$ cat src/pkg/csb_pkg.sv
// Constants, opcode patterns and types for the compare, skip and branch unit.
// Assumes a 16-bit instruction word and a word-addressed program counter.
//
// Notes on behaviour
// RQ1: compares take one cycle, set five flags
// RQ2: register bit clear skips next instruction
// RQ3: register bit set skips next instruction
// RQ4: I/O bit clear skips next instruction
// RQ5: I/O bit set skips next instruction
// RQ6: status-bit branches jump PC plus offset plus one
// RQ7: equal/not-equal branch on zero flag
// RQ8: carry-set and lower branch when carry one
// RQ9: carry-clear and same-or-higher when carry zero
// RQ10: minus/plus branch on negative flag
// RQ11: signed branches test negative xor overflow
// RQ12: half-carry branches, flags untouched
// RQ13: discard prefetched words on skip or branch
package csb_pkg;

	// ----------------------------------------
	// Widths
	// ----------------------------------------
	localparam int CSB_PC_W = 16;

	// ----------------------------------------
	// Opcode masks and patterns
	// ----------------------------------------
	localparam logic [15:0] CSB_MASK_CMP = 16'hfc00;
	localparam logic [15:0] CSB_PAT_CMP = 16'h1400;
	localparam logic [15:0] CSB_PAT_CMPC = 16'h0400;
	localparam logic [15:0] CSB_MASK_CMPI = 16'hf000;
	localparam logic [15:0] CSB_PAT_CMPI = 16'h3000;
	localparam logic [15:0] CSB_MASK_SBR = 16'hfe08;
	localparam logic [15:0] CSB_PAT_SKIP_REG_CLEAR = 16'hfc00;
	localparam logic [15:0] CSB_PAT_SKIP_REG_SET = 16'hfe00;
	localparam logic [15:0] CSB_MASK_SBI = 16'hff00;
	localparam logic [15:0] CSB_PAT_SKIP_IO_CLEAR = 16'h9900;
	localparam logic [15:0] CSB_PAT_SKIP_IO_SET = 16'h9b00;
	localparam logic [15:0] CSB_MASK_BR = 16'hfc00;
	localparam logic [15:0] CSB_PAT_BRANCH_SET = 16'hf000;
	localparam logic [15:0] CSB_PAT_BRANCH_CLEAR = 16'hf400;

	// ----------------------------------------
	// Status register bit positions
	// ----------------------------------------
	localparam logic [2:0] CSB_FLAG_C = 3'h0;
	localparam logic [2:0] CSB_FLAG_Z = 3'h1;
	localparam logic [2:0] CSB_FLAG_N = 3'h2;
	localparam logic [2:0] CSB_FLAG_V = 3'h3;
	localparam logic [2:0] CSB_FLAG_S = 3'h4;
	localparam logic [2:0] CSB_FLAG_H = 3'h5;

	// ----------------------------------------
	// Offsets and reset values
	// ----------------------------------------
	localparam logic [15:0] CSB_SKIP_ONE = 16'h0002;
	localparam logic [15:0] CSB_SKIP_TWO = 16'h0003;
	localparam logic [15:0] CSB_BRANCH_BIAS = 16'h0001;
	localparam logic [7:0] CSB_CMP_FLAG_MASK = 8'h2f;
	localparam logic [7:0] CSB_STATUS_RST = 8'h00;
	localparam logic [15:0] CSB_PC_RST = 16'h0000;

	// ----------------------------------------
	// Types
	// ----------------------------------------
	typedef enum logic [3:0] {
		CSB_OP_NONE, CSB_OP_CMP, CSB_OP_CMPC, CSB_OP_CMPI,
		CSB_OP_SKIP_REG_CLEAR, CSB_OP_SKIP_REG_SET, CSB_OP_SKIP_IO_CLEAR, CSB_OP_SKIP_IO_SET,
		CSB_OP_BRANCH_SET, CSB_OP_BRANCH_CLEAR
	} csb_op_e;

	typedef enum logic [1:0] {CSB_RUN, CSB_HOLD2, CSB_HOLD1} csb_state_e;

endpackage

$ cat src/hw/csb_unit.sv
// Compare, conditional skip and conditional branch execution unit.
// Assumes register file and I/O bit reads answer in the same cycle
// and that fetch tells whether the following instruction is two words.
`timescale 1ns/1ps
`default_nettype none

module csb_unit
	import csb_pkg::*;
(
	input wire logic clock,
	input wire logic rst_b,
	input wire logic instr_valid,
	input wire logic [15:0] instr,
	input wire logic [15:0] pc,
	input wire logic next_two_word,
	input wire logic [7:0] rd_value,
	input wire logic [7:0] rr_value,
	input wire logic io_bit,
	input wire logic [7:0] status,
	output logic ready,
	output logic [4:0] rd_index,
	output logic [4:0] rr_index,
	output logic [4:0] io_addr,
	output logic [2:0] io_bit_index,
	output logic status_we,
	output logic [7:0] status_mask,
	output logic [7:0] status_next,
	output logic pc_load,
	output logic [15:0] pc_target,
	output logic flush_fetch,
	output logic retire
);

	// ----------------------------------------
	// Decode
	// ----------------------------------------
	function automatic csb_op_e csb_decode(input logic [15:0] w);
		csb_op_e op;
		op = CSB_OP_NONE;
		if ((w & CSB_MASK_CMP) == CSB_PAT_CMP) begin
			op = CSB_OP_CMP;
		end else if ((w & CSB_MASK_CMP) == CSB_PAT_CMPC) begin
			op = CSB_OP_CMPC;
		end else if ((w & CSB_MASK_CMPI) == CSB_PAT_CMPI) begin
			op = CSB_OP_CMPI;
		end else if ((w & CSB_MASK_SBR) == CSB_PAT_SKIP_REG_CLEAR) begin
			op = CSB_OP_SKIP_REG_CLEAR;
		end else if ((w & CSB_MASK_SBR) == CSB_PAT_SKIP_REG_SET) begin
			op = CSB_OP_SKIP_REG_SET;
		end else if ((w & CSB_MASK_SBI) == CSB_PAT_SKIP_IO_CLEAR) begin
			op = CSB_OP_SKIP_IO_CLEAR;
		end else if ((w & CSB_MASK_SBI) == CSB_PAT_SKIP_IO_SET) begin
			op = CSB_OP_SKIP_IO_SET;
		end else if ((w & CSB_MASK_BR) == CSB_PAT_BRANCH_SET) begin
			op = CSB_OP_BRANCH_SET;
		end else if ((w & CSB_MASK_BR) == CSB_PAT_BRANCH_CLEAR) begin
			op = CSB_OP_BRANCH_CLEAR;
		end
		return op;
	endfunction

	csb_state_e state;
	csb_op_e op;
	logic accept;
	logic is_cmp;
	logic is_skip_op;
	logic is_branch;

	assign op = csb_decode(instr);
	assign ready = (state == CSB_RUN);
	assign accept = instr_valid && ready;
	assign is_cmp = (op == CSB_OP_CMP) || (op == CSB_OP_CMPC) || (op == CSB_OP_CMPI);
	assign is_skip_op = (op == CSB_OP_SKIP_REG_CLEAR) || (op == CSB_OP_SKIP_REG_SET)
		|| (op == CSB_OP_SKIP_IO_CLEAR) || (op == CSB_OP_SKIP_IO_SET);
	assign is_branch = (op == CSB_OP_BRANCH_SET) || (op == CSB_OP_BRANCH_CLEAR);

	// Operand selection
	always_comb begin
		rd_index = instr[8:4];
		if (op == CSB_OP_CMPI) begin
			rd_index = {1'b1, instr[7:4]};
		end
	end
	assign rr_index = {instr[9], instr[3:0]};
	assign io_addr = instr[7:3];
	assign io_bit_index = instr[2:0];

	// ----------------------------------------
	// Compare arithmetic
	// ----------------------------------------
	logic [7:0] subtrahend;
	logic borrow_in;
	logic [8:0] diff;
	logic [7:0] res;
	logic [7:0] next_status;

	assign subtrahend = (op == CSB_OP_CMPI) ? {instr[11:8], instr[3:0]} : rr_value; // RQ1
	assign borrow_in = (op == CSB_OP_CMPC) ? status[CSB_FLAG_C] : 1'b0; // RQ1
	assign diff = {1'b0, rd_value} - {1'b0, subtrahend} - {8'h00, borrow_in}; // RQ1
	assign res = diff[7:0];

	always_comb begin
		next_status = status;
		next_status[CSB_FLAG_H] = (~rd_value[3] & subtrahend[3]) | (subtrahend[3] & res[3])
			| (res[3] & ~rd_value[3]); // RQ1
		next_status[CSB_FLAG_V] = (rd_value[7] & ~subtrahend[7] & ~res[7])
			| (~rd_value[7] & subtrahend[7] & res[7]); // RQ1
		next_status[CSB_FLAG_N] = res[7]; // RQ1
		next_status[CSB_FLAG_C] = (~rd_value[7] & subtrahend[7]) | (subtrahend[7] & res[7])
			| (res[7] & ~rd_value[7]); // RQ1
		next_status[CSB_FLAG_Z] = (res == 8'h00); // RQ1
		if (op == CSB_OP_CMPC) begin
			next_status[CSB_FLAG_Z] = (res == 8'h00) && status[CSB_FLAG_Z]; // RQ1
		end
	end

	// ----------------------------------------
	// Skip and branch conditions
	// ----------------------------------------
	logic skip;
	logic flag_bit;
	logic taken;
	logic [15:0] offset;
	logic [15:0] next_target;

	always_comb begin
		unique case (op)
			CSB_OP_SKIP_REG_CLEAR: skip = !rd_value[instr[2:0]]; // RQ2
			CSB_OP_SKIP_REG_SET: skip = rd_value[instr[2:0]]; // RQ3
			CSB_OP_SKIP_IO_CLEAR: skip = !io_bit; // RQ4
			CSB_OP_SKIP_IO_SET: skip = io_bit; // RQ5
			default: skip = 1'b0;
		endcase
	end

	always_comb begin
		unique case (instr[2:0])
			CSB_FLAG_Z: flag_bit = status[CSB_FLAG_Z]; // RQ7
			CSB_FLAG_C: flag_bit = status[CSB_FLAG_C]; // RQ8 RQ9
			CSB_FLAG_N: flag_bit = status[CSB_FLAG_N]; // RQ10
			CSB_FLAG_S: flag_bit = status[CSB_FLAG_N] ^ status[CSB_FLAG_V]; // RQ11
			CSB_FLAG_H: flag_bit = status[CSB_FLAG_H]; // RQ12
			default: flag_bit = status[instr[2:0]]; // RQ6
		endcase
	end

	assign taken = ((op == CSB_OP_BRANCH_SET) && flag_bit) || ((op == CSB_OP_BRANCH_CLEAR) && !flag_bit); // RQ6
	assign offset = {{9{instr[9]}}, instr[9:3]};

	always_comb begin
		next_target = pc + offset + CSB_BRANCH_BIAS; // RQ6
		if (is_skip_op) begin
			next_target = pc + (next_two_word ? CSB_SKIP_TWO : CSB_SKIP_ONE); // RQ2 RQ4
		end
	end

	// ----------------------------------------
	// Cycle sequencing
	// ----------------------------------------
	always_ff @(posedge clock or negedge rst_b) begin
		if (!rst_b) begin
			state <= CSB_RUN;
		end else begin
			unique case (state)
				CSB_RUN: begin
					if (accept && skip && next_two_word) begin
						state <= CSB_HOLD2; // RQ3 RQ5
					end else if (accept && (skip || taken)) begin
						state <= CSB_HOLD1; // RQ6 RQ13
					end
				end
				CSB_HOLD2: state <= CSB_HOLD1;
				CSB_HOLD1: state <= CSB_RUN;
				default: state <= CSB_RUN;
			endcase
		end
	end

	// ----------------------------------------
	// Flag write-back
	// ----------------------------------------
	always_ff @(posedge clock or negedge rst_b) begin
		if (!rst_b) begin
			status_we <= 1'b0;
			status_mask <= 8'h00;
			status_next <= CSB_STATUS_RST;
		end else begin
			status_we <= accept && is_cmp; // RQ1 RQ12
			status_mask <= (accept && is_cmp) ? CSB_CMP_FLAG_MASK : 8'h00;
			status_next <= next_status;
		end
	end

	// ----------------------------------------
	// Program counter redirect
	// ----------------------------------------
	always_ff @(posedge clock or negedge rst_b) begin
		if (!rst_b) begin
			pc_load <= 1'b0;
			pc_target <= CSB_PC_RST;
			flush_fetch <= 1'b0;
			retire <= 1'b0;
		end else begin
			pc_load <= accept && (skip || taken); // RQ2 RQ6
			pc_target <= next_target;
			flush_fetch <= accept && (skip || taken); // RQ13
			retire <= accept && (op != CSB_OP_NONE);
		end
	end
endmodule

`default_nettype wire

$ cat config.mk
export PLATFORM = sky130hd
export DESIGN_NAME = csb_unit
export DESIGN_NICKNAME = d
export VERILOG_FILES = /design/src/pkg/csb_pkg.sv /design/src/hw/csb_unit.sv
export SDC_FILE = /design/constraint.sdc
export NUM_CORES = 1
export LEC_CHECK = 0
export ABC_AREA = 0
export BUFFER_PORTS_ARGS = -buffer_cell sky130_fd_sc_hd__buf_2
export CELL_PAD_IN_SITES_DETAIL_PLACEMENT = 0
export CELL_PAD_IN_SITES_GLOBAL_PLACEMENT = 2
export CORE_ASPECT_RATIO = 2
export CORE_MARGIN = 8
export CORE_UTILIZATION = 31
export CTS_BUF_LIST = sky130_fd_sc_hd__clkbuf_4
export DETAILED_ROUTE_END_ITERATION = 6
export PLACE_DENSITY = 0.93
export REMOVE_ABC_BUFFERS = 1
export SETUP_SLACK_MARGIN = 0.15
export SYNTH_ARGS = -nofsm -noshare
export SYNTH_HDL_FRONTEND = slang
export SYNTH_SLANG_ARGS = --single-unit
$ cat constraint.sdc
create_clock -name clock -period 2.25 [get_ports clock]
set_input_delay 0.1125 -clock clock [delete_from_list [all_inputs] [get_ports clock]]
set_output_delay 0.1125 -clock clock [all_outputs]
set_load 0.05 [all_outputs]
# ---- Word level (Yosys, flattened, before mapping)
# Cells that the tools add are included.
dict set report word_totals {
  word_cells 104
  output_inout_bits 55
  inputBits 61
  regBits 35
}
dict set report op_classes {
  muxes 25
  magnitude_cmp 1
  n_reduce_logical 23
  n_bitwise 19
  eq_ne 24
  addsub 5
}
# operator count
set op_table {}
lappend op_table {{4-bit two-way mux} 9}
lappend op_table {{8-bit == test (second input constant)} 4}
lappend op_table {{16-bit by 1-bit adder with 16-bit output (second input constant)} 1}
lappend op_table {{16-bit adder} 1}
lappend op_table {{16-bit by 2-bit adder with 16-bit output} 1}
lappend op_table {{4-bit by 3-bit == test with 1-bit output (second input constant)} 4}
lappend op_table {{16-bit two-way mux} 1}
lappend op_table {{4-bit by 2-bit == test with 1-bit output (second input constant)} 3}
lappend op_table {{6-bit == test (second input constant)} 2}
lappend op_table {{1-bit bitwise AND} 9}
lappend op_table {{1-bit logical AND} 9}
lappend op_table {{4-bit == test (second input constant)} 2}
lappend op_table {{8-bit zero test} 1}
lappend op_table {{8-bit two-way mux} 1}
lappend op_table {{8-bit by 1-bit subtractor with 8-bit output} 1}
lappend op_table {{8-bit subtractor} 1}
lappend op_table {{1-bit logical OR} 7}
lappend op_table {{1-bit binary-select mux with 3-bit select} 2}
lappend op_table {{3-bit == test (second input constant)} 2}
lappend op_table {{6-bit by 1-bit == test with 1-bit output (second input constant)} 1}
lappend op_table {{6-bit by 3-bit == test with 1-bit output (second input constant)} 1}
lappend op_table {{6-bit two-way mux} 1}
lappend op_table {{1-bit two-way mux} 5}
lappend op_table {{5-bit two-way mux} 1}
lappend op_table {{other kinds (17)} 27}

# ---- Longest topological paths before layout
dict set report logic_depth {
  depth_word 18
  mapped_depth 14
}

# ---- Worst setup path before layout
# Ideal clock, no wire load.
dict set report synth_path {
  kind {input to register}
  startpoint {in instr[14]}
  endpoint {reg status_next[3]}
  setup_time_ns 0.125
  t_required_ns 2.125
  slack_ns -0.534
  cell_stages 14
  arrival_time_ns 2.659
  path_cell_list {nand4bb_1 > clkbuf_1 > nand2_1 > nand2_1 > fa_1 > inv_1 > ha_1 > nand2_1 > a21boi_0 > o21a_1 > o21ai_0 > nor2_1 > a211oi_1 > mux2_2}
}
dict set report synth_between {
  elab_chain_len 17
}
# element line
set synth_rtl {}
lappend synth_rtl {{from (decl)} csb_unit.sv:13} ;# input wire logic [15:0] instr,
lappend synth_rtl {{6-bit == test} csb_unit.sv:56} ;# end else if ((w & CSB_MASK_BR) == CSB_PAT_BRANCH_CLEAR) begin
lappend synth_rtl {{4-bit two-way mux} csb_unit.sv:56}
lappend synth_rtl {{4-bit two-way mux} csb_unit.sv:54} ;# end else if ((w & CSB_MASK_BR) == CSB_PAT_BRANCH_SET) begin
lappend synth_rtl {{4-bit two-way mux} csb_unit.sv:52} ;# end else if ((w & CSB_MASK_SBI) == CSB_PAT_SKIP_IO_SET) begin
lappend synth_rtl {{4-bit two-way mux} csb_unit.sv:50} ;# end else if ((w & CSB_MASK_SBI) == CSB_PAT_SKIP_IO_CLEAR) begin
lappend synth_rtl {{4-bit two-way mux} csb_unit.sv:48} ;# end else if ((w & CSB_MASK_SBR) == CSB_PAT_SKIP_REG_SET) begin
lappend synth_rtl {{4-bit two-way mux} csb_unit.sv:46} ;# end else if ((w & CSB_MASK_SBR) == CSB_PAT_SKIP_REG_CLEAR) begin
lappend synth_rtl {{4-bit two-way mux} csb_unit.sv:44} ;# end else if ((w & CSB_MASK_CMPI) == CSB_PAT_CMPI) begin
lappend synth_rtl {{[... 3 more ...]} --}
lappend synth_rtl {{8-bit two-way mux} csb_unit.sv:97} ;# assign subtrahend = (op == CSB_OP_CMPI) ? {instr[11:8], instr[3:0]} : rr_value;
lappend synth_rtl {{8-bit subtractor} csb_unit.sv:99} ;# assign diff = {1'b0, rd_value} - {1'b0, subtrahend} - {8'h00, borrow_in};
lappend synth_rtl {{8-bit by 1-bit subtractor with 8-bit output (*)} csb_unit.sv:99}
lappend synth_rtl {{net diff[7]} csb_unit.sv:93} ;# logic [8:0] diff;
lappend synth_rtl {{1-bit NOT} csb_unit.sv:106} ;# next_status[CSB_FLAG_V] = (rd_value[7] & ~subtrahend[7] & ~res[7])
lappend synth_rtl {{1-bit bitwise AND} csb_unit.sv:106}
lappend synth_rtl {{1-bit OR (*)} csb_unit.sv:107} ;# | (~rd_value[7] & subtrahend[7] & res[7]);
lappend synth_rtl {{net next_status[3]} csb_unit.sv:95} ;# logic [7:0] next_status;
lappend synth_rtl {{to (signal assigned)} csb_unit.sv:190} ;# status_next <= next_status;
lappend synth_rtl {{to (decl)} csb_unit.sv:27} ;# output logic [7:0] status_next,
# Mark *: on every way through the listed nets, which the timed path passes. The rest lies on a longest branch.
# A chain may end at the register's enable or synchronous reset.

# ---- Worst setup path after layout
dict set report layout_path {
  startpoint {in instr[14]}
  endpoint {reg status_next[1]}
}
dict set report layout_between {
  elab_chain_len 17
}
# element line
set layout_rtl {}
lappend layout_rtl {{6-bit == test} csb_unit.sv:56}
lappend layout_rtl {{4-bit two-way mux} csb_unit.sv:56}
lappend layout_rtl {{4-bit two-way mux} csb_unit.sv:54}
lappend layout_rtl {{4-bit two-way mux} csb_unit.sv:52}
lappend layout_rtl {{4-bit two-way mux} csb_unit.sv:50}
lappend layout_rtl {{4-bit two-way mux} csb_unit.sv:48}
lappend layout_rtl {{4-bit two-way mux} csb_unit.sv:46}
lappend layout_rtl {{4-bit two-way mux} csb_unit.sv:44}
lappend layout_rtl {{[... 2 more ...]} --}
lappend layout_rtl {{4-bit by 2-bit == test with 1-bit output} csb_unit.sv:97}
lappend layout_rtl {{8-bit two-way mux} csb_unit.sv:97}
lappend layout_rtl {{8-bit subtractor} csb_unit.sv:99}
lappend layout_rtl {{8-bit by 1-bit subtractor with 8-bit output} csb_unit.sv:99}
lappend layout_rtl {{8-bit zero test} {csb_unit.sv:111, csb_unit.sv:113}}
lappend layout_rtl {{1-bit logical AND} csb_unit.sv:113} ;# next_status[CSB_FLAG_Z] = (res == 8'h00) && status[CSB_FLAG_Z];
lappend layout_rtl {{1-bit two-way mux (*)} csb_unit.sv:112} ;# if (op == CSB_OP_CMPC) begin
lappend layout_rtl {{net next_status[1]} csb_unit.sv:95}
# Marks and branches as above.

==> results.md <==
* P per Cell Area at between 500 and 600 nW/µm²
* Maximum root-to-sink buffer count at 2
* GP Congestion at between 0.9 and 1
* Switching Power at between 1 and 1.5 mW
* Core region area at 9700 µm²
* Vias after detailed routing at 3172
* CTS Buf Count at 5
* First-pass GRT wire length at roughly 17 mm
* Max IR drop VDD at approximately 0.00028 V
* Initial Utilization at 0.318
* DR iter-0 viols at between 100 and 150
* Wire per inst at roughly 16 µm
* Initial antenna violation count at 1
* Share of cells above drive strength 1 at 0.397
* WP data arrival at roughly 2.7 ns
* FF-to-FF path depth at 5
* Cell internal pwr at between 1 and 1.5 mW
* Post-synthesis cell type count at slightly below 60
* CTS tree: done
* Pin count of the biggest net entering global routing at 30
* Hold path depth at 2
* Layout Area Growth over Synthesis at 39.7%
* Total grt overflow at 0
* Tightest Hold Check Type: in2reg
* Hold Path Sink: state[0]
* Drt drc at 0
* Synth async-reset ratio at 1.00
* Status: complete, but fails checks
* Flops & latches, synth at 29
* Crit path max fanout at 5
* Switching Fraction at 0.449
* Routed WL at 10.7 mm
* Ports at approximately 120
* Maxcap violations at 0
* Die ar. at roughly 14000 µm²
* Clock skew at around 0.001 ns
* Most used DFF post-synth: dfrtp_1
* H-tree levels at 2
* Worst Hold Launch: next_two_word
* Final core occ at 0.444
* EDFF count, synth at 0
* Final net count at 616
* Count of pins over their slew limit at 0
* Comb power frac at 0.547
* Failing checks: negative setup slack
* Most common cell in the netlist: nand2_1
* Reg clk slew, reported paths at approximately 0.12 ns
* Clk pwr share at 0.192
* IO buf count at between 100 and 150
* Final-layout fill cell count at around 1000
* Worst EP required at around 2.5 ns
* Reg-to-reg startpoint: state[0]
* PnR worst setup slack at -0.186 ns
* Via/cell ratio at 4.84
* Antenna Violating Nets Remaining at 0
* Synth top area share at 0.235
* Area of the mapped netlist at between 3000 and 4000 µm²
* Final period util at 1.08
* Worst skew pair latency at between 0.3 and 0.4 ns
* Total GRT Usage at 0.158
* Most instantiated cells after synthesis: nand2_1, inv_1, ha_1, dfrtp_1, buf_4
* Clock root buffer: clkbuf_4
* Post-layout minimum cycle time at ~2.4 ns
* Final hold slack at 0.0667 ns
* Pre-antenna DRT Iters at 4
* Worst-Margin Slew at around 0.73 ns
* DP HPWL at roughly 8.9 mm
* Post-Synthesis Cells at 371
* Final hold violation count at 0
* Max frequency at around 410 MHz
* Syn. warnings at 0
* Critical path class: in2reg
* Flop pwr share at 0.262
* Sequential area share after synthesis at 0.235
* Power Total at 2.39 mW
* # rows at roughly 50
* Setup TNS at -0.250 ns
* Critical R2R Capture: state[1]
* Syn Area/Cell at roughly 8.3 µm²
* Area leader, netlist: dfrtp_1
* Slew HR at 0.511
* CP endpoint kind: flop
* CP Launch Type: input pin
* Vias in the first global route at 3541
* Leakage at roughly 2.2 nW
* # setup viols final at 2
* RSZ-0062 raised after global routing: true
* R2R Setup Slk at between 0.8 and 0.9 ns
* DIE WIDTH at just under 90 µm
* Synth area leaders: dfrtp_1, ha_1, buf_4
* Die H at ~160 µm
* Clock sink total at 29
## routing by layer
metal | up-vias | wire [µm] | GRT usage | part of all wire
li1 | 1568 | - | - | -
met1 | 1488 | 3570 | 0.135 | 0.34
met2 | 94 | 6190 | 0.316 | 0.58
met3 | 22 | 472 | 0.0272 | 0.044
met4 | 0 | 426 | 0.100 | 0.040
met5 | - | 0 | 0 | 0
## placed cells by master, fill, tap and decap left out, types with 10 or more instances in the layout
cell,count
buf_2,110
buf_4,53
nand2_1,48
inv_1,34
ha_1,29
dfrtp_1,29
nor2_1,21
o21ai_0,19
xor2_1,19
a21oi_1,18
xnor2_1,10
## layout make-up
cell class,instances,area (µm²),area share
Inverter,35,131,0.0305
Clock buffer,6,45.0,0.0104
Sequential cell,29,726,0.168
Antenna cell,1,2.50,0.000581
Tap cell,132,165,0.0383
Multi-Input combinational cell,278,2150,0.498
Timing Repair Buffer,172,1060,0.246
Clock inverter,2,33.8,0.00784
## worst max path at each step
| stage | from | to | slack [ns] | depth (start not counted) |
|---|---|---|---|---|
| 3_5_place_dp | instr[14] | status_next[3] | -0.81 | 14 |
| 6_report | instr[14] | status_next[1] | -0.19 | 13 |
| 4_1_cts | instr[14] | status_next[1] | -0.21 | 13 |
| 3_3_place_gp | instr[15] | status_next[3] | -0.77 | 14 |
| 5_1_grt | instr[15] | status_next[1] | -0.26 | 16 |
| 2_1_floorplan | instr[14] | status_next[3] | -0.57 | 13 |
## worst max-delay path, cell delays in order
cell       delay (ns)
buf_8            0.10
buf_4            0.12
nand4bb_4        0.24
nand2_2          0.11
nand2_2          0.06
fa_2             0.38
buf_4            0.15
fa_1             0.40
nand2_1          0.08
a21oi_1          0.09
xnor2_1          0.13
or3_1            0.41
a2111oi_4        0.29
## cells by family after synthesis
logic type / Yosys count / share of synthesized area
buf+inv: 66 / 0.114
fa+ha+maj: 34 / 0.145
xor+xnor: 30 / 0.0852
compound gates: 81 / 0.169
flops: 29 / 0.235
simple gates: 121 / 0.199
other cells: 1 / 0.00122
mux: 9 / 0.0507
## registers in the layout, summed over array words and instances (netlist names)
signal and count:
flush_fetch 1, pc_target 16, retire 1, state 2, status_mask 1, status_next 8
## through the flow
stage | setup WS, ns | area [µm²] | instances
after floorplan | -0.572 | 2870 | 342
after global placement | -0.765 | 3980 | 635
after detailed placement | -0.812 | 3980 | 635
after CTS | -0.214 | 4240 | 652
after global routing | -0.257 | 4310 | 655
final | -0.186 | 4310 | 655
## what timing repair did
action	in CTS	in global routing
hold endpoints to repair	32	0
pin swaps	18	15
setup endpoints to repair	4	7
gates resized for setup	28	17
setup buffers	5	2
hold buffers	4	0
## power groups by stage
stage / clock [mW] / sequential, mW / combinational (mW)
floorplan: 0 / 0.934 / 0.414
detailed placement: 0 / 0.636 / 1.21
finish: 0.457 / 0.625 / 1.31
CTS: 0.467 / 0.626 / 1.28
global route: 0.484 / 0.633 / 1.40
global placement: 0 / 0.635 / 1.19
Power figures use the tool's default switching activity.
